**src/strap_pkg.sv**
```systemverilog
// package for the reset strap capture block: register map, field layout, timing
// assumes a 32-bit apb register bus at 10 mhz and one platform clock
package strap_pkg;
	localparam int unsigned CLK_HZ = 10_000_000; // platform clock rate
	localparam int unsigned PULLUP_HOLD_NS = 500; // pull-up stays on after release
	localparam int unsigned PULLUP_HOLD_CYC =
		(PULLUP_HOLD_NS * (CLK_HZ / 1_000_000) + 999) / 1000; // rounds up
	localparam int unsigned NUM_CFG = 8; // number of strap pins
	localparam int unsigned NUM_LANES = 8; // serial lanes
	localparam int unsigned NUM_PLL = 4; // pll ratio strap pins, no pull-up
	// register byte addresses
	localparam logic [19:0] SERIAL_LANE_CONTROL_1_OFF = 20'he0f08;
	localparam logic [19:0] DEVICE_DISABLE_OFF = 20'he0070;
	localparam logic [19:0] STRAP_STATUS_OFF = 20'he0f80;
	// strap bit positions in the captured word
	localparam int unsigned SRDS_EN_BIT = 0; // serial block enable strap
	localparam int unsigned PCI_ARB_BIT = 1; // pci arbiter enable strap
	// field positions
	localparam int unsigned LANE_PD_LSB = 0; // lane power-down field
	localparam int unsigned DIS_PCI_BIT = 0; // device disable: pci block
	localparam int unsigned SRDS_PD_BIT = 8; // status: serial block powered down
	localparam int unsigned CAP_DONE_BIT = 9; // status: capture done
	localparam int unsigned PLL_LSB = 16; // status: pll straps
	localparam logic [31:0] LANE_CTRL_RST = 32'h0000_0000;
	localparam logic [31:0] DEV_DIS_RST = 32'h0000_0000;
	// settings decoded from the straps
	typedef struct packed {
		logic srds_block_pd; // whole serial block down
		logic pci_arb_en; // arbiter enabled
	} strap_cfg_t;
	// apb request carrier
	typedef struct packed {
		logic psel;
		logic penable;
		logic pwrite;
		logic [19:0] paddr;
		logic [31:0] pwdata;
	} apb_req_t;
endpackage

```
**src/reset_strap_capture.sv**
```systemverilog
// reset strap capture: samples configuration straps under hard reset, latches them on
// release, runs gated pull-ups, and applies lane, pci and serial block settings.
// assumes hard_reset_n_i and pins are synchronous to clk_i; apb bus on the same clock.
// the pll ratio straps are captured like the others but get no pull-up control,
// so a board that leaves them open reads whatever the pads float to.
module reset_strap_capture
	import strap_pkg::*;
#(
	parameter bit EARLY_REV = 1'b1 // earlier silicon revision behaviour
)(
	input wire logic clk_i,
	input wire logic arst_n_i,
	input wire logic hard_reset_n_i,
	input wire logic soft_reset_n_i,
	input wire logic [strap_pkg::NUM_CFG-1:0] cfg_pin_i,
	input wire logic [strap_pkg::NUM_CFG-1:0] func_out_i,
	input wire logic [strap_pkg::NUM_PLL-1:0] pll_pin_i,
	input wire logic [strap_pkg::NUM_LANES-1:0] serial_lane_rx_i,
	input wire logic psel_i,
	input wire logic penable_i,
	input wire logic pwrite_i,
	input wire logic [19:0] paddr_i,
	input wire logic [31:0] pwdata_i,
	output logic [31:0] prdata_o,
	output logic pready_o,
	output logic pslverr_o,
	output logic [strap_pkg::NUM_CFG-1:0] cfg_pin_o,
	output logic [strap_pkg::NUM_CFG-1:0] cfg_pin_oe_o,
	output logic [strap_pkg::NUM_CFG-1:0] cfg_rx_en_o,
	output logic [strap_pkg::NUM_CFG-1:0] cfg_pullup_en_o,
	output logic [strap_pkg::NUM_LANES-1:0] serial_lane_rx_o,
	output logic serial_block_pd_o,
	output logic pci_ad_oe_o,
	output logic pci_block_en_o,
	output logic machine_check_o
);
	// reset synchroniser: first stage feeds only the second
	// the async assert reaches every flop at once; release is retimed so that
	// no flop leaves reset a cycle ahead of its neighbours
	logic rst_s1_q;
	logic rst_n;
	always_ff @(posedge clk_i or negedge arst_n_i)
	begin
		if (!arst_n_i)
		begin
			rst_s1_q <= 1'b0;
			rst_n <= 1'b0;
		end
		else
		begin
			rst_s1_q <= 1'b1;
			rst_n <= rst_s1_q;
		end
	end

	// the bus inputs are bundled once so that the decode below reads one carrier
	// rather than five loose ports
	apb_req_t req; // bundled bus request
	assign req = '{psel: psel_i, penable: penable_i, pwrite: pwrite_i,
		paddr: paddr_i, pwdata: pwdata_i};

	// capture state: the previous hard reset level gives a one-cycle release strobe,
	// and the hold counter keeps the pull-ups on a little past the release
	logic hr_prev_q; // last cycle's hard reset level
	logic [NUM_CFG-1:0] cap_q; // captured straps
	logic [NUM_PLL-1:0] pll_q; // captured pll ratio straps
	logic done_q; // capture done, pins in functional role
	logic [7:0] hold_q; // pull-up hold countdown
	logic release_w; // hard reset deasserting this cycle
	assign release_w = hard_reset_n_i && !hr_prev_q;

	// capture on the release edge only; ignored afterwards until next reset
	// the strap word is sampled in the cycle that hard reset is first seen high,
	// while the pull-ups are still on, so a pad with no resistor reads its default.
	// hr_prev_q resets low, so leaving the async reset with hard reset already high
	// counts as a release and the straps are taken then.
	always_ff @(posedge clk_i or negedge rst_n)
	begin
		if (!rst_n)
		begin
			hr_prev_q <= 1'b0;
			cap_q <= '1;
			pll_q <= '0;
			done_q <= 1'b0;
		end
		else
		begin
			hr_prev_q <= hard_reset_n_i;
			if (!hard_reset_n_i)
				done_q <= 1'b0; // back to input role
			else if (release_w)
			begin
				cap_q <= cfg_pin_i;
				pll_q <= pll_pin_i;
			end
			// switch to output only when the pull-up hold has run out
			if (hard_reset_n_i && !done_q && hold_q == 8'h00 && !release_w)
				done_q <= 1'b1;
		end
	end

	// pull-up hold counter: loaded at release, counts the extra clocks
	// it is held loaded for the whole of hard reset so a short pulse on the pin
	// cannot leave the counter part-way through; done waits for it to reach zero.
	always_ff @(posedge clk_i or negedge rst_n)
	begin
		if (!rst_n)
			hold_q <= 8'h00;
		else if (!hard_reset_n_i || release_w)
			hold_q <= 8'(PULLUP_HOLD_CYC);
		else if (hold_q != 8'h00)
			hold_q <= hold_q - 8'h01;
	end

	// pin control: receiver and pull-up share one enable so both drop together
	// the driver enable also needs hard reset high: a new hard reset turns the
	// driver off at once, a cycle before done_q itself is cleared.
	// limitation: cfg_pin_o always follows func_out_i; only the enable gates it.
	always_comb
	begin
		cfg_rx_en_o = {NUM_CFG{!done_q}};
		cfg_pullup_en_o = {NUM_CFG{!done_q}};
		cfg_pin_oe_o = {NUM_CFG{done_q && hard_reset_n_i}};
		cfg_pin_o = func_out_i;
	end
	// pll ratio straps have no pull-up control at all: board must drive them

	// decode: high is default (serial enabled, arbiter enabled)
	// a high level is the default so that a board with no resistor on a strap
	// gets the normal setting from the on-chip pull-up alone.
	// the serial block power-down from the strap exists only on the early revision.
	strap_cfg_t cfg;
	assign cfg.srds_block_pd = EARLY_REV && !cap_q[SRDS_EN_BIT];
	assign cfg.pci_arb_en = cap_q[PCI_ARB_BIT];

	// software registers
	// both registers take whole 32-bit words; there are no byte strobes on this bus.
	// a write lands at the edge that ends the access phase.
	// the strap status word is read-only and ignores writes.
	logic [31:0] lane_ctrl_q;
	logic [31:0] dev_dis_q;
	logic wr_en; // access phase write
	assign wr_en = req.psel && req.penable && req.pwrite;
	always_ff @(posedge clk_i or negedge rst_n)
	begin
		if (!rst_n)
		begin
			lane_ctrl_q <= LANE_CTRL_RST;
			dev_dis_q <= DEV_DIS_RST;
		end
		else if (wr_en)
		begin
			if (req.paddr == SERIAL_LANE_CONTROL_1_OFF)
				lane_ctrl_q <= req.pwdata;
			else if (req.paddr == DEVICE_DISABLE_OFF)
				dev_dis_q <= req.pwdata;
		end
	end

	// read mux and unmapped error, zero-wait answers
	// read data is chosen in the setup cycle and registered, so it stands through
	// the access phase; an unmapped offset reads as zero and raises pslverr.
	logic mapped;
	logic [31:0] rd_d;
	always_comb
	begin
		mapped = 1'b1;
		rd_d = 32'h0000_0000;
		if (req.paddr == SERIAL_LANE_CONTROL_1_OFF)
			rd_d = lane_ctrl_q;
		else if (req.paddr == DEVICE_DISABLE_OFF)
			rd_d = dev_dis_q;
		else if (req.paddr == STRAP_STATUS_OFF)
		begin
			rd_d[NUM_CFG-1:0] = cap_q;
			rd_d[SRDS_PD_BIT] = cfg.srds_block_pd;
			rd_d[CAP_DONE_BIT] = done_q;
			rd_d[PLL_LSB +: NUM_PLL] = pll_q;
		end
		else
			mapped = 1'b0;
	end
	// every access completes in one cycle: no register here needs extra time
	assign pready_o = 1'b1;
	assign pslverr_o = req.psel && req.penable && !mapped;
	always_ff @(posedge clk_i or negedge rst_n)
	begin
		if (!rst_n)
			prdata_o <= 32'h0000_0000;
		else if (req.psel && !req.penable && !req.pwrite)
			prdata_o <= rd_d; // setup-phase fetch, held through access
	end

	// applied settings, registered
	// all settings go through a flop so the pads see clean levels; the cost is a
	// cycle of delay after a register write or a strap decode change.
	// only the serial block power-down and the pci outputs wait for done_q, so those stay quiet during the pull-up hold.
	// the lane gate is not tied to done_q: it follows the lane register and the strapped serial block power-down.
	always_ff @(posedge clk_i or negedge rst_n)
	begin
		if (!rst_n)
		begin
			serial_lane_rx_o <= '0;
			serial_block_pd_o <= 1'b0;
			pci_ad_oe_o <= 1'b0;
			pci_block_en_o <= 1'b0;
			machine_check_o <= 1'b0;
		end
		else
		begin
			// powered-down lane holds receiver output at zero
			serial_lane_rx_o <= serial_lane_rx_i &
				~lane_ctrl_q[LANE_PD_LSB +: NUM_LANES] &
				{NUM_LANES{!cfg.srds_block_pd}};
			serial_block_pd_o <= done_q && cfg.srds_block_pd;
			pci_ad_oe_o <= done_q && cfg.pci_arb_en &&
				!dev_dis_q[DIS_PCI_BIT];
			pci_block_en_o <= done_q && !dev_dis_q[DIS_PCI_BIT];
			machine_check_o <= !soft_reset_n_i; // no reset effect
		end
	end

	// debug reset merging and tap reset are board/tap matters
	// the tap controller sits outside this block; it is reset through its own pins.

	// checks: every property is sampled on clk_i and off while the synchronised reset is low
	a_cap_hold: assert property (@(posedge clk_i) disable iff (!rst_n)
		hr_prev_q && $past(hr_prev_q) |-> $stable(cap_q))
		else $error("strap capture changed outside release");
	a_cap_value: assert property (@(posedge clk_i) disable iff (!rst_n)
		release_w |=> cap_q == $past(cfg_pin_i))
		else $error("strap not latched on release");
	a_drv_off: assert property (@(posedge clk_i) disable iff (!rst_n)
		!hard_reset_n_i |-> cfg_pin_oe_o == '0)
		else $error("driver on during hard reset");
	a_pull_rx: assert property (@(posedge clk_i) disable iff (!rst_n)
		cfg_pullup_en_o == cfg_rx_en_o)
		else $error("pull-up and receiver disagree");
	a_pull_hold: assert property (@(posedge clk_i) disable iff (!rst_n)
		release_w ##1 hard_reset_n_i[*2] |-> cfg_pullup_en_o == '1)
		else $error("pull-up dropped too early");
	a_out_back: assert property (@(posedge clk_i) disable iff (!rst_n)
		release_w ##1 hard_reset_n_i[*8] |-> cfg_pin_oe_o == '1)
		else $error("output role not restored");
	a_mc_soft: assert property (@(posedge clk_i) disable iff (!rst_n)
		!soft_reset_n_i |=> machine_check_o)
		else $error("soft reset gave no machine check");
	a_pci_in: assert property (@(posedge clk_i) disable iff (!rst_n)
		!cfg.pci_arb_en |=> !pci_ad_oe_o)
		else $error("pci pads driven with arbiter off");
	a_lane_pd: assert property (@(posedge clk_i) disable iff (!rst_n)
		lane_ctrl_q[0] |=> !serial_lane_rx_o[0])
		else $error("powered-down lane not held");
	c_release: cover property (@(posedge clk_i) disable iff (!rst_n) release_w);
	c_pci_on: cover property (@(posedge clk_i) disable iff (!rst_n) pci_ad_oe_o);
	c_srds_pd: cover property (@(posedge clk_i) disable iff (!rst_n) serial_block_pd_o);

	// pin roles during hard reset
	a_rx_reset: assert property (@(posedge clk_i) disable iff (!rst_n)
		!hard_reset_n_i |=> cfg_rx_en_o == '1)
		else $error("receiver off during hard reset");

	// pull-ups come back with every new hard reset
	a_pull_reset: assert property (@(posedge clk_i) disable iff (!rst_n)
		!hard_reset_n_i |=> cfg_pullup_en_o == '1)
		else $error("pull-up off during hard reset");

	// the hold countdown never runs above its load value
	a_hold_range: assert property (@(posedge clk_i) disable iff (!rst_n)
		hold_q <= 8'(PULLUP_HOLD_CYC))
		else $error("pull-up hold count out of range");

	// a driven pad never fights its own pull-up
	a_oe_pull: assert property (@(posedge clk_i) disable iff (!rst_n)
		(cfg_pin_oe_o & cfg_pullup_en_o) == '0)
		else $error("pad driven with pull-up on");

	// once done, the functional role stays until the next hard reset
	a_done_stay: assert property (@(posedge clk_i) disable iff (!rst_n)
		done_q && hard_reset_n_i |=> done_q)
		else $error("functional role lost without hard reset");

	// pll straps are held as firmly as the other straps
	a_pll_hold: assert property (@(posedge clk_i) disable iff (!rst_n)
		hr_prev_q && $past(hr_prev_q) |-> $stable(pll_q))
		else $error("pll strap capture changed outside release");

	// register writes land at the access edge
	a_lane_write: assert property (@(posedge clk_i) disable iff (!rst_n)
		wr_en && req.paddr == SERIAL_LANE_CONTROL_1_OFF |=>
		lane_ctrl_q == $past(req.pwdata))
		else $error("lane control write lost");
	// the disable register takes its word the same way
	a_dis_write: assert property (@(posedge clk_i) disable iff (!rst_n)
		wr_en && req.paddr == DEVICE_DISABLE_OFF |=>
		dev_dis_q == $past(req.pwdata))
		else $error("device disable write lost");

	// the status word cannot be written
	a_status_ro: assert property (@(posedge clk_i) disable iff (!rst_n)
		wr_en && req.paddr == STRAP_STATUS_OFF |=> $stable(lane_ctrl_q) && $stable(dev_dis_q))
		else $error("status write changed a register");

	// applied settings follow their sources one cycle later
	a_block_pd: assert property (@(posedge clk_i) disable iff (!rst_n)
		done_q && cfg.srds_block_pd |=> serial_block_pd_o)
		else $error("serial block not powered down");
	// a downed block holds every lane receiver output
	a_block_lanes: assert property (@(posedge clk_i) disable iff (!rst_n)
		cfg.srds_block_pd |=> serial_lane_rx_o == '0)
		else $error("lanes active in downed block");
	// arbiter strapped on drives the pads once the capture is done
	a_pci_drive: assert property (@(posedge clk_i) disable iff (!rst_n)
		done_q && cfg.pci_arb_en && !dev_dis_q[DIS_PCI_BIT] |=> pci_ad_oe_o)
		else $error("pci pads not driven with arbiter on");
	// a disabled pci block neither runs nor drives
	a_pci_off: assert property (@(posedge clk_i) disable iff (!rst_n)
		dev_dis_q[DIS_PCI_BIT] |=> !pci_block_en_o && !pci_ad_oe_o)
		else $error("disabled pci block still active");
	// machine check follows soft reset back down
	a_mc_clear: assert property (@(posedge clk_i) disable iff (!rst_n)
		soft_reset_n_i |=> !machine_check_o)
		else $error("machine check without soft reset");

	// further scenarios worth seeing
	c_lane_down: cover property (@(posedge clk_i) disable iff (!rst_n)
		lane_ctrl_q[0] && serial_lane_rx_i[0]);
	c_pci_off: cover property (@(posedge clk_i) disable iff (!rst_n)
		done_q && dev_dis_q[DIS_PCI_BIT]);
endmodule

```
**config.mk**
```make
export PLATFORM = sky130hd
export DESIGN_NAME = reset_strap_capture
export DESIGN_NICKNAME = d
export VERILOG_FILES = /design/src/strap_pkg.sv /design/src/reset_strap_capture.sv
export SDC_FILE = /design/constraint.sdc
export NUM_CORES = 1
export LEC_CHECK = 0
export BUFFER_PORTS_ARGS = -buffer_cell sky130_fd_sc_hd__buf_2
export CAP_MARGIN = 20
export CORE_ASPECT_RATIO = 0.7
export CORE_UTILIZATION = 48
export CTS_CLUSTER_DIAMETER = 120
export CTS_CLUSTER_SIZE = 25
export DETAILED_ROUTE_END_ITERATION = 10
export PLACE_DENSITY = 0.77
export REMOVE_ABC_BUFFERS = 1
export SYNTH_ARGS = -nofsm -noshare
export SYNTH_HDL_FRONTEND = slang
export SYNTH_SLANG_ARGS = --single-unit
```
**constraint.sdc**
```tcl
create_clock -name clk_i -period 3.85 [get_ports clk_i]
set_clock_uncertainty 0.1 [all_clocks]
set_input_delay 0.1925 -clock clk_i [delete_from_list [all_inputs] [get_ports clk_i]]
set_output_delay 0.1925 -clock clk_i [all_outputs]
set_load 0.05 [all_outputs]
```
; Word level (Yosys, flattened, before mapping)
; Cells that the tools add are included.
[op_classes]
eq_ne = 4
n_reduce_logical = 31
addsub = 1
bitwise = 4
n_mux = 14
[ops]
columns = cell, n
row1 = $eq 20x20->1 const B, 3
row2 = $mux 32, 1
row3 = $mux 10, 2
row4 = $and 8x8->8, 2
row5 = $mux 8, 2
row6 = $logic_and 1x1->1, 14
row7 = $mux 12, 1
row8 = $logic_not 1->1, 10
row9 = $logic_not 8->1, 1
row10 = $mux 4, 2
row11 = $not 8->8, 1
row12 = $reduce_bool 8->1, 1
row13 = $sub 8x1->8 const B, 1
row14 = $mux 6, 1
row15 = $mux 1, 5
row16 = $reduce_and 2->1, 2
row17 = $reduce_and 3->1, 1
row18 = $ne 2x1->1 const B, 1
row19 = $reduce_bool 2->1, 1
row20 = $logic_or 1x1->1, 1
row21 = $not 1->1, 1
[totals]
ff_bits = 132
output_inout_bits = 78
elab_cells = 69

; Longest topological paths before layout
; Gate-level depths: netlist (run 1).
[depth]
ltp_word = 6
ltp_mapped = 7
mapped_depth_nobuf = 6

; Least setup slack after synthesis (run 1)
; Ideal clock, no wire load.
[synth_timing]
path_kind = input -> output
start = in paddr_i[19]
end = out pslverr_o
slack_ns = 1.807
path_stages = 7
arrival_ns = 1.751
path_buffers = 3
cell_sequence = nor4bb_1 > buf_2 > nand3_1 > buf_2 > buf_2 > o32ai_1 > nor2_1
[synth_via]
elab_chain_len = 6
word_cells_on_any_way = 8
cone_classes = eq/ne: 3 / mux: 3 / reduce/logical: 2
[synth_rtl]
columns = item, line_no
row1 = from (decl), reset_strap_capture.sv:22  ; input wire logic [19:0] paddr_i,
row2 = $eq 20x20->1, reset_strap_capture.sv:173  ; else if (req.paddr == STRAP_STATUS_OFF)
row3 = $mux 1, reset_strap_capture.sv:173
row4 = $mux 1, reset_strap_capture.sv:171  ; else if (req.paddr == DEVICE_DISABLE_OFF)
row5 = $mux 1 *, reset_strap_capture.sv:169  ; if (req.paddr == SERIAL_LANE_CONTROL_1_OFF)
row6 = $logic_not 1->1 *, reset_strap_capture.sv:185  ; assign pslverr_o = req.psel && req.penable && !mapped;
row7 = $logic_and 1x1->1 *, reset_strap_capture.sv:185
row8 = to (decl), reset_strap_capture.sv:26  ; output logic pslverr_o,
; Every way passes the cells marked *; elsewhere a longest branch is shown, timed or not.

; Worst setup path in the final report (run 1)
[layout_timing]
start = in paddr_i[16]
end = reg lane_ctrl_q[3]
[layout_via]
elab_chain_len = 2
[layout_rtl]
columns = item, line_no
row1 = $eq 20x20->1, reset_strap_capture.sv:153  ; if (req.paddr == SERIAL_LANE_CONTROL_1_OFF)
row2 = $reduce_and 2->1 (no source line), -
row3 = to (signal assigned), reset_strap_capture.sv:154  ; lane_ctrl_q <= req.pwdata;
row4 = to (decl), reset_strap_capture.sv:140  ; logic [31:0] lane_ctrl_q;
; Every way passes these cells.
; A chain may end at the register's enable or synchronous reset.

==> flow_summary.toml, run 1 <==
[sta]
relSlewSlack = 0.284
period_share = 0.589
worst_slew_pin_slew_ps = 1070
setup_viol = 0
timing.fmax_mhz = 441
slew_violations = 0
rsz0062_at_grt = "false"
period_minus_slack_ps = 2270
hold_violations = 0
fin_hold_ws_ps = 261
tns_ps = 0

[outcome]
outcome = "complete, no violations"

[placed_design]
postPlaceCellArea_mm2 = 0.00679
dp_hpwl_mm = 10.1
port_buffers = 147
post-place-cells = 769
gp_congestion = 0.752

[floorplan]
dieArea_mm2 = 0.0132
core_area_mm2 = 0.0124
die_w_um = 137
core.rowCount = 34
fp.dieH_um = 96.6
initial_core_util = 0.494
io_pins = 165

[routing]
vias = 4764
drtIter0Drc = 353
drt-pass1-iter-count = 4
drc = 0
drt-total-wl_mm = 15.6
via_per_inst = 5.56
wl_per_cell_um = 18.2
antenna_left = 0

[min_path]
hp-class = "reg2reg"

[synth]
synth_edf_count = 0
seq_area_frac_synth = 0.540
synth_area_leader_cell = "dfrtp_1"
synthCells = 513
synthArstFlopShare = 1.00
yosys_most_used_dff = "dfrtp_1"
synthTopCellsByCount = "124 x dfrtp_1, 73 x mux2_2, 34 x buf_4, 32 x a21oi_1, 26 x nand2_1"
yosysMostFrequentCell = "dfrtp_1"
syn_area_per_cell_um2 = 12.0
netlist_area_mm2 = 0.00614
synth_area_leaders = "dfrtp_1 51%, mux2_2 13%, buf_4 4.2%"
synth_top_area_share = 0.506
ys_warn_count = 0
ys_ff_latch = 132
ys_types = 46

[global_routing]
grt_usage = 0.254
grt_pass1_wl_mm = 25.5
grt_pass1_vias = 4961
grt_antenna_before_repair = 0
overflow = 0
grt_start_max_net_pins = 73

[power_and_ir_drop]
leakagePower_nw = 3.75
switching_share = 0.260
clockPowerShare = 0.443
seq_power_share = 0.440
total_power_mw = 3.40
p_int_mw = 2.52
ir_drop_mv = 0.399
p_comb_frac = 0.118
p_sw_mw = 0.884
powerDensity_mw_per_mm2 = 431

[cells_and_area]
area_delta_synth_final_pct = 28.7
fin_area_mm2 = 0.00790
nFillCells = 976
drive_above_1_share = 0.414
stdcell_count = 857
num_antenna_cells = 0
nets = 771

[critical_path]
cp_data_arrival_time_ps = 2460
crit_type = "in2reg"
required_ps = 4040
worstSetupStartpointType = "primary input"
crit_fanout = 30
crit_path_end_kind = "flop"

[clock_network]
clock-sinks = 132
h-tree-depth = 4
post_cts_buffers = 0
clk_pin_slew_ps = 60
cts_buffers = 17
worstSkewPairLatency_ps = 420
cts.path.max_buffers = 2
cts_tree = "done"
cts_root_buf = "clkbuf_16"

[flow_run]
maxCapViolations = 0
-- power groups by stage --
| stage | Combinational (mW) | Sequential, mW | Clock, mW |
|---|---|---|---|
| after floorplan | 0.110 | 1.62 | 0 |
| after global placement | 0.346 | 1.52 | 0 |
| after detailed placement | 0.354 | 1.52 | 0 |
| after CTS | 0.400 | 1.49 | 1.52 |
| after global routing | 0.428 | 1.50 | 1.59 |
| final | 0.400 | 1.50 | 1.50 |
-- layer usage --
metal	up-vias	GRT usage	routed length, um
met5	-	0	0
met1	2404	0.336	6810
met4	0	0.107	292
li1	2159	-	-
met2	175	0.388	7520
met3	26	0.0749	1010
-- worst max-delay path, cell delays in order --
cell      delay [ps]
buf_2            110
nor4bb_4         290
buf_4            280
nand3_1           90
buf_4            250
nor3_4           400
buf_4            420
mux2_2           380
-- layout make-up --
type                    instances  area (um2)  share of cell area
flip-flops and latches        132        3320               0.420
multi-input cells             292        2340               0.296
repair buffers                214        1400               0.177
clock buffers                  22         464              0.0588
well taps                     162         203              0.0257
inverters                      25        93.8              0.0119
clock inverters                10        85.1              0.0108
-- state kept, by name, indices dropped and copies added, names as in the netlist, 4 cells and up --
register / cells
pll_q: 4
serial_lane_rx_o: 8
lane_ctrl_q: 32
prdata_o: 32
cap_q: 8
dev_dis_q: 32
hold_q: 8
-- through the flow --
| stage | setup WS (ps) | utilization |
|---|---|---|
| after detailed placement | 1170 | 0.546 |
| after floorplan | -1920 | - |
| after global placement | 1240 | 0.545 |
| final | 1580 | 0.636 |
| after CTS | 1620 | 0.636 |
| after global routing | 1490 | 0.636 |
-- path summary, 6_finish.rpt --
| path | from | endpoint | slack [ps] | cells after the start |
|---|---|---|---|---|
| max in group asynchronous | rst_n | cap_q[4] | 2400 | 1 |
| min | rst_s1_q | rst_n | 260 | 0 |
| max reg2reg | hold_q[3] | hold_q[0] | 1830 | 4 |
| min reg2reg | rst_s1_q | rst_n | 260 | 0 |
| max | paddr_i[16] | lane_ctrl_q[3] | 1580 | 8 |
| min in group asynchronous | rst_n | hold_q[7] | 370 | 0 |
-- kinds of logic after synthesis --
logic type	after synthesis	share of synthesized area
AOI/OAI and AO/OA	86	0.108
xor gates and xnor gates	4	0.00571
adders and majority gates	2	0.00408
buffers and inverters	90	0.0830
DFF	132	0.540
muxes	76	0.139
other	1	0.000611
and+or+nand+nor	122	0.119
-- placed cells by master (no fill, tap or decap), types with 3 or more instances in the layout --
master         instances
mux2_2                73
clkinv_2               5
o32a_1                14
clkbuf_1               3
nand2b_1              15
xnor2_1                4
inv_1                 24
nor2b_1                3
nor2_1                13
dfstp_2                8
a21oi_1               32
nor3b_1                9
o211ai_1               8
clkbuf_16             17
buf_4                  9
o41ai_1               14
o211ai_2              10
clkinvlp_4             4
dlygate4sd3_1         56
dfrtp_1              123
nand2_1               26
nand4_1               18
buf_2                147
nand3_1               18
-- what timing repair did --
item,in CTS,in global routing
resized for setup,0,0
endpoints found under the hold margin,89,0
hold buffers,56,0
Note: power is estimated with default switching activity, not from simulation.
==> run 2: changes to the inputs <==
- CORE_UTILIZATION: 48 -> 53
- PLACE_DENSITY: 0.77 -> 0.8
- clock period: 3.85 -> 2.4 ns (I/O delays scaled with it)
==> run 2 against run 1 <==
Against the previous run:
- sequential power is 59% higher
- core utilization is 8.3 points higher
- combinational power is 66% higher
- sequential share of layout area is 0.56 points lower
- global-route usage is 4.0 points higher
- non-clock buffer count is 14 higher
- cell area is 1.4% higher
- wire length is 5.3% higher
- cell count is 0.58% higher
- via count is 4.3% higher
- critical path type is now reg2reg
==> flow_summary.toml, run 2 (synthesis results as in run 1) <==
[clock_network]
clk_pin_slew_ps = 50
h-tree-depth = 4
cts.path.max_buffers = 2
cts_buffers = 17
cts_root_buf = "clkbuf_16"
worstSkewPairLatency_ps = 410
cts_tree = "done"
post_cts_buffers = 0
clock-sinks = 132

[placed_design]
post-place-cells = 774
dp_hpwl_mm = 10.7
gp_congestion = 0.788
port_buffers = 147
dp_slack_ps = 298
postPlaceCellArea_mm2 = 0.00689

[flow_run]
maxCapViolations = 0

[routing]
drtIter0Drc = 342
wl_per_cell_um = 19.1
antenna_left = 0
drt-pass1-iter-count = 5
drt-total-wl_mm = 16.5
drc = 0
vias = 4969
via_per_inst = 5.76

[sta]
period_minus_slack_ps = 1990
relSlewSlack = 0.631
period_share = 0.829
slew_violations = 0
setup_viol = 0
tns_ps = 0
rsz0062_at_grt = "false"
timing.fmax_mhz = 503
worst_slew_pin_slew_ps = 540
hold_violations = 0
setup_slack_ps = 410

[floorplan]
dieArea_mm2 = 0.0120
initial_core_util = 0.551
core_area_mm2 = 0.0111
core.rowCount = 32
fp.dieH_um = 92.0
die_w_um = 131
io_pins = 165

[critical_path]
crit_fanout = 4
worstSetupStartpointType = "flop"
crit_type = "reg2reg"
required_ps = 2580
crit_path_end_kind = "flop"
cp_data_arrival_time_ps = 2170

[power_and_ir_drop]
clockPowerShare = 0.441
switching_share = 0.249
total_power_mw = 5.47
p_sw_mw = 1.37
leakagePower_nw = 3.83
p_int_mw = 4.11
ir_drop_mv = 0.549
powerDensity_mw_per_mm2 = 684
p_comb_frac = 0.121
seq_power_share = 0.437

[cells_and_area]
nets = 785
num_antenna_cells = 0
final_common_cell = "buf_2"
stdcell_count = 862
fin_area_mm2 = 0.00800
drive_above_1_share = 0.420
area_delta_synth_final_pct = 30.4
most-common-layout-cells = "147 x buf_2, 123 x dfrtp_1, 73 x mux2_2, 56 x dlygate4sd3_1, 32 x a21oi_1"
largest_registers = "dev_dis_q (32), lane_ctrl_q (32), prdata_o (32)"

[min_path]
hp-class = "in2out"

[global_routing]
grt_pass1_vias = 5252
grt_start_max_net_pins = 41
grt_pass1_wl_mm = 26.4
grt_antenna_before_repair = 0
grt_usage = 0.294
overflow = 0

[outcome]
outcome = "complete, no violations"
-- run 2: cell count changes in the layout (fill, tap and decap cells not counted), sizes merged --
cell,before,now
buf,158,172
clkinv,6,3
clkinvlp,4,1
clkbuf,22,28
-- run 2: critical path: stages, from the launching register on --
cell and delay, ps:
dfrtp_1 410, inv_1 90, ha_1 240, nor3b_1 180, a2111oi_0 560, xnor2_1 220
nor2_1 70
-- run 2: layout make-up --
cell class / count / area [um2]
tap: 153 / 191
multi-input combinational: 292 / 2340
clock buffer: 28 / 507
sequential: 132 / 3320
clock inverter: 4 / 47.5
fill: 793 / 3130
timing repair buffer: 228 / 1510
inverter: 25 / 93.8
-- run 2: final timing paths --
check / depth (start not counted) / end / from / slack, ps
max: 6 / hold_q[5] / hold_q[0] / 410
min: 0 / cfg_pin_o[0] / func_out_i[0] / 140
max reg2reg: 6 / hold_q[5] / hold_q[0] / 410
min reg2reg: 0 / lane_ctrl_q[18] / rst_n / 210
max in group asynchronous: 1 / prdata_o[23] / rst_n / 1310
min in group asynchronous: 0 / lane_ctrl_q[18] / rst_n / 210
-- run 2: layer usage --
metal | track usage | routed length [um] | vias up
li1 | - | - | 2176
met1 | 0.380 | 7090 | 2514
met5 | 0 | 0 | -
met3 | 0.0741 | 905 | 42
met2 | 0.463 | 8030 | 237
met4 | 0.138 | 439 | 0
-- run 2: stage by stage --
stage	hold slack, ps	utilization
2_1_floorplan	-276	-
4_1_cts	114	0.719
3_3_place_gp	-194	0.619
6_report	140	0.719
5_1_grt	140	0.719
3_5_place_dp	-194	0.619
-- run 2: repair_timing --
action / CTS / global route
hold endpoints to repair: 89 / 0
hold buffers: 56 / 0
gates resized for setup: 0 / 0
-- run 2: power groups by stage --
stage                     clock [mW]  sequential [mW]  combinational [mW]
after floorplan                    0             2.60               0.176
after global placement             0             2.43               0.574
after detailed placement           0             2.43               0.587
after CTS                       2.45             2.39               0.661
after global routing            2.55             2.40               0.708
final                           2.42             2.39               0.664
==> run 3: changes to the inputs <==
- CORE_UTILIZATION: 53 -> 48
- PLACE_DENSITY: 0.8 -> 0.77
- clock period: 2.4 -> 1.78 ns (I/O delays scaled with it)
==> run 3 against run 2 <==
Against the previous run:
- fmax is 13% higher
- register-to-register slack worse by 390 ps
- cell area is 3.8% higher
- core utilization is 5.0 points lower
- non-clock buffer count is 12 higher
==> flow_summary.toml, run 3 (synthesis results as in run 1) <==
[outcome]
outcome = "complete, no violations"

[critical_path]
worstSetupStartpointType = "flop"
crit_type = "reg2reg"
rrSetupSlack_ps = 20
cp_data_arrival_time_ps = 1950
crit_path_end_kind = "flop"
rr_endpoint = "hold_q[5]"
required_ps = 1970
crit_fanout = 4
reg2reg_depth = 4
reg2reg_from = "hold_q[0]"

[cells_and_area]
num_antenna_cells = 0
largest_registers = "dev_dis_q (32), lane_ctrl_q (32), prdata_o (32)"
drive_above_1_share = 0.448
most-common-layout-cells = "147 x buf_2, 123 x dfrtp_1, 73 x mux2_2, 56 x dlygate4sd3_1, 32 x a21oi_1"
final_common_cell = "buf_2"
fin_area_mm2 = 0.00831
nFillCells = 910
postLayoutCoreUtil = 0.669
nets = 797
area_delta_synth_final_pct = 35.4
stdcell_count = 883

[floorplan]
initial_core_util = 0.494
core_area_mm2 = 0.0124
dieArea_mm2 = 0.0132
fp.dieH_um = 96.6
io_pins = 165
die_w_um = 137
core.rowCount = 34

[clock_network]
cts_root_buf = "clkbuf_16"
clock-sinks = 132
h-tree-depth = 4
cts.path.max_buffers = 2
cts_buffers = 17
worstSkewPairLatency_ps = 420
clk_pin_slew_ps = 60
cts_tree = "done"

[power_and_ir_drop]
powerDensity_mw_per_mm2 = 945
ir_drop_mv = 0.685
leakagePower_nw = 3.93
total_power_mw = 7.85

[global_routing]
grt_start_max_net_pins = 41
grt_usage = 0.265
grt_antenna_before_repair = 0
grt_pass1_wl_mm = 26.6
grt_pass1_vias = 5178
overflow = 0

[placed_design]
dp_hpwl_mm = 11.0
gp_congestion = 0.795
postPlaceCellArea_mm2 = 0.00706
port_buffers = 147
post-place-cells = 794

[routing]
drtIter0Drc = 367
wl_per_cell_um = 18.5
drc = 0
via_per_inst = 5.61
drt-total-wl_mm = 16.4
drt-pass1-iter-count = 5
vias = 4956
antenna_left = 0

[min_path]
hp-class = "in2reg"
worstHoldStart = "pwrite_i"
min_to = "prdata_o[0]"
hold_depth = 5

[sta]
tns_ps = 0
period_minus_slack_ps = 1760
timing.fmax_mhz = 570
hold_violations = 0
setup_viol = 0
period_share = 0.986
slew_violations = 0
rsz0062_at_grt = "true"

[flow_run]
maxCapViolations = 0
-- run 3: worst max-delay path, cell delays in order, from the launching register on --
cell and delay, ps:
dfrtp_1 410, or3_1 430, a2111oi_2 440, xnor2_1 170, nor2_1 70
-- run 3: cell type report --
type,instances,area [um2],area share
inverters,25,97.6,0.0117
flip-flops and latches,132,3320,0.399
well taps,162,203,0.0244
clock inverters,14,199,0.0239
clock buffers,18,429,0.0516
repair buffers,240,1680,0.202
multi-input cells,292,2390,0.287
-- run 3: worst max-delay path by stage --
| stage | start | to | cells past startpoint |
|---|---|---|---|
| after floorplan | done_q | pci_ad_oe_o | 3 |
| after global placement | paddr_i[16] | dev_dis_q[20] | 7 |
| after detailed placement | paddr_i[16] | dev_dis_q[26] | 7 |
| after CTS | paddr_i[16] | pslverr_o | 7 |
| after global routing | hold_q[0] | hold_q[0] | 6 |
| final | hold_q[0] | hold_q[5] | 4 |
-- run 3: power by group --
group	total [mW]	switching, mW	internal [mW]
clock network	3.71	1.35	2.36
logic	0.925	0.570	0.355
registers	3.22	0.0809	3.14
-- run 3: per-layer routing --
layer / track usage / share of wire / vias to the layer above
met5: 0 / 0 / -
li1: - / - / 2211
met2: 0.406 / 0.48 / 229
met3: 0.0713 / 0.068 / 51
met1: 0.355 / 0.42 / 2465
met4: 0.114 / 0.031 / 0
-- run 3: what timing repair did --
action | 4_1_cts | 5_1_grt
setup endpoints to repair | 4 | 7
endpoints found under the hold margin | 90 | 0
hold buffers | 56 | 0
cloned | 0 | 0
gates resized for setup | 5 | 6
pin swaps | 1 | 2
setup buffers | 0 | 1
-- run 3: per-stage QoR --
stage	worst slack [ps]	hold slack, ps
floorplan	-3990	-307
global placement	-132	-226
detailed placement	-212	-221
CTS	8.49	52.1
global route	-60.1	78.3
finish	24.5	76.0
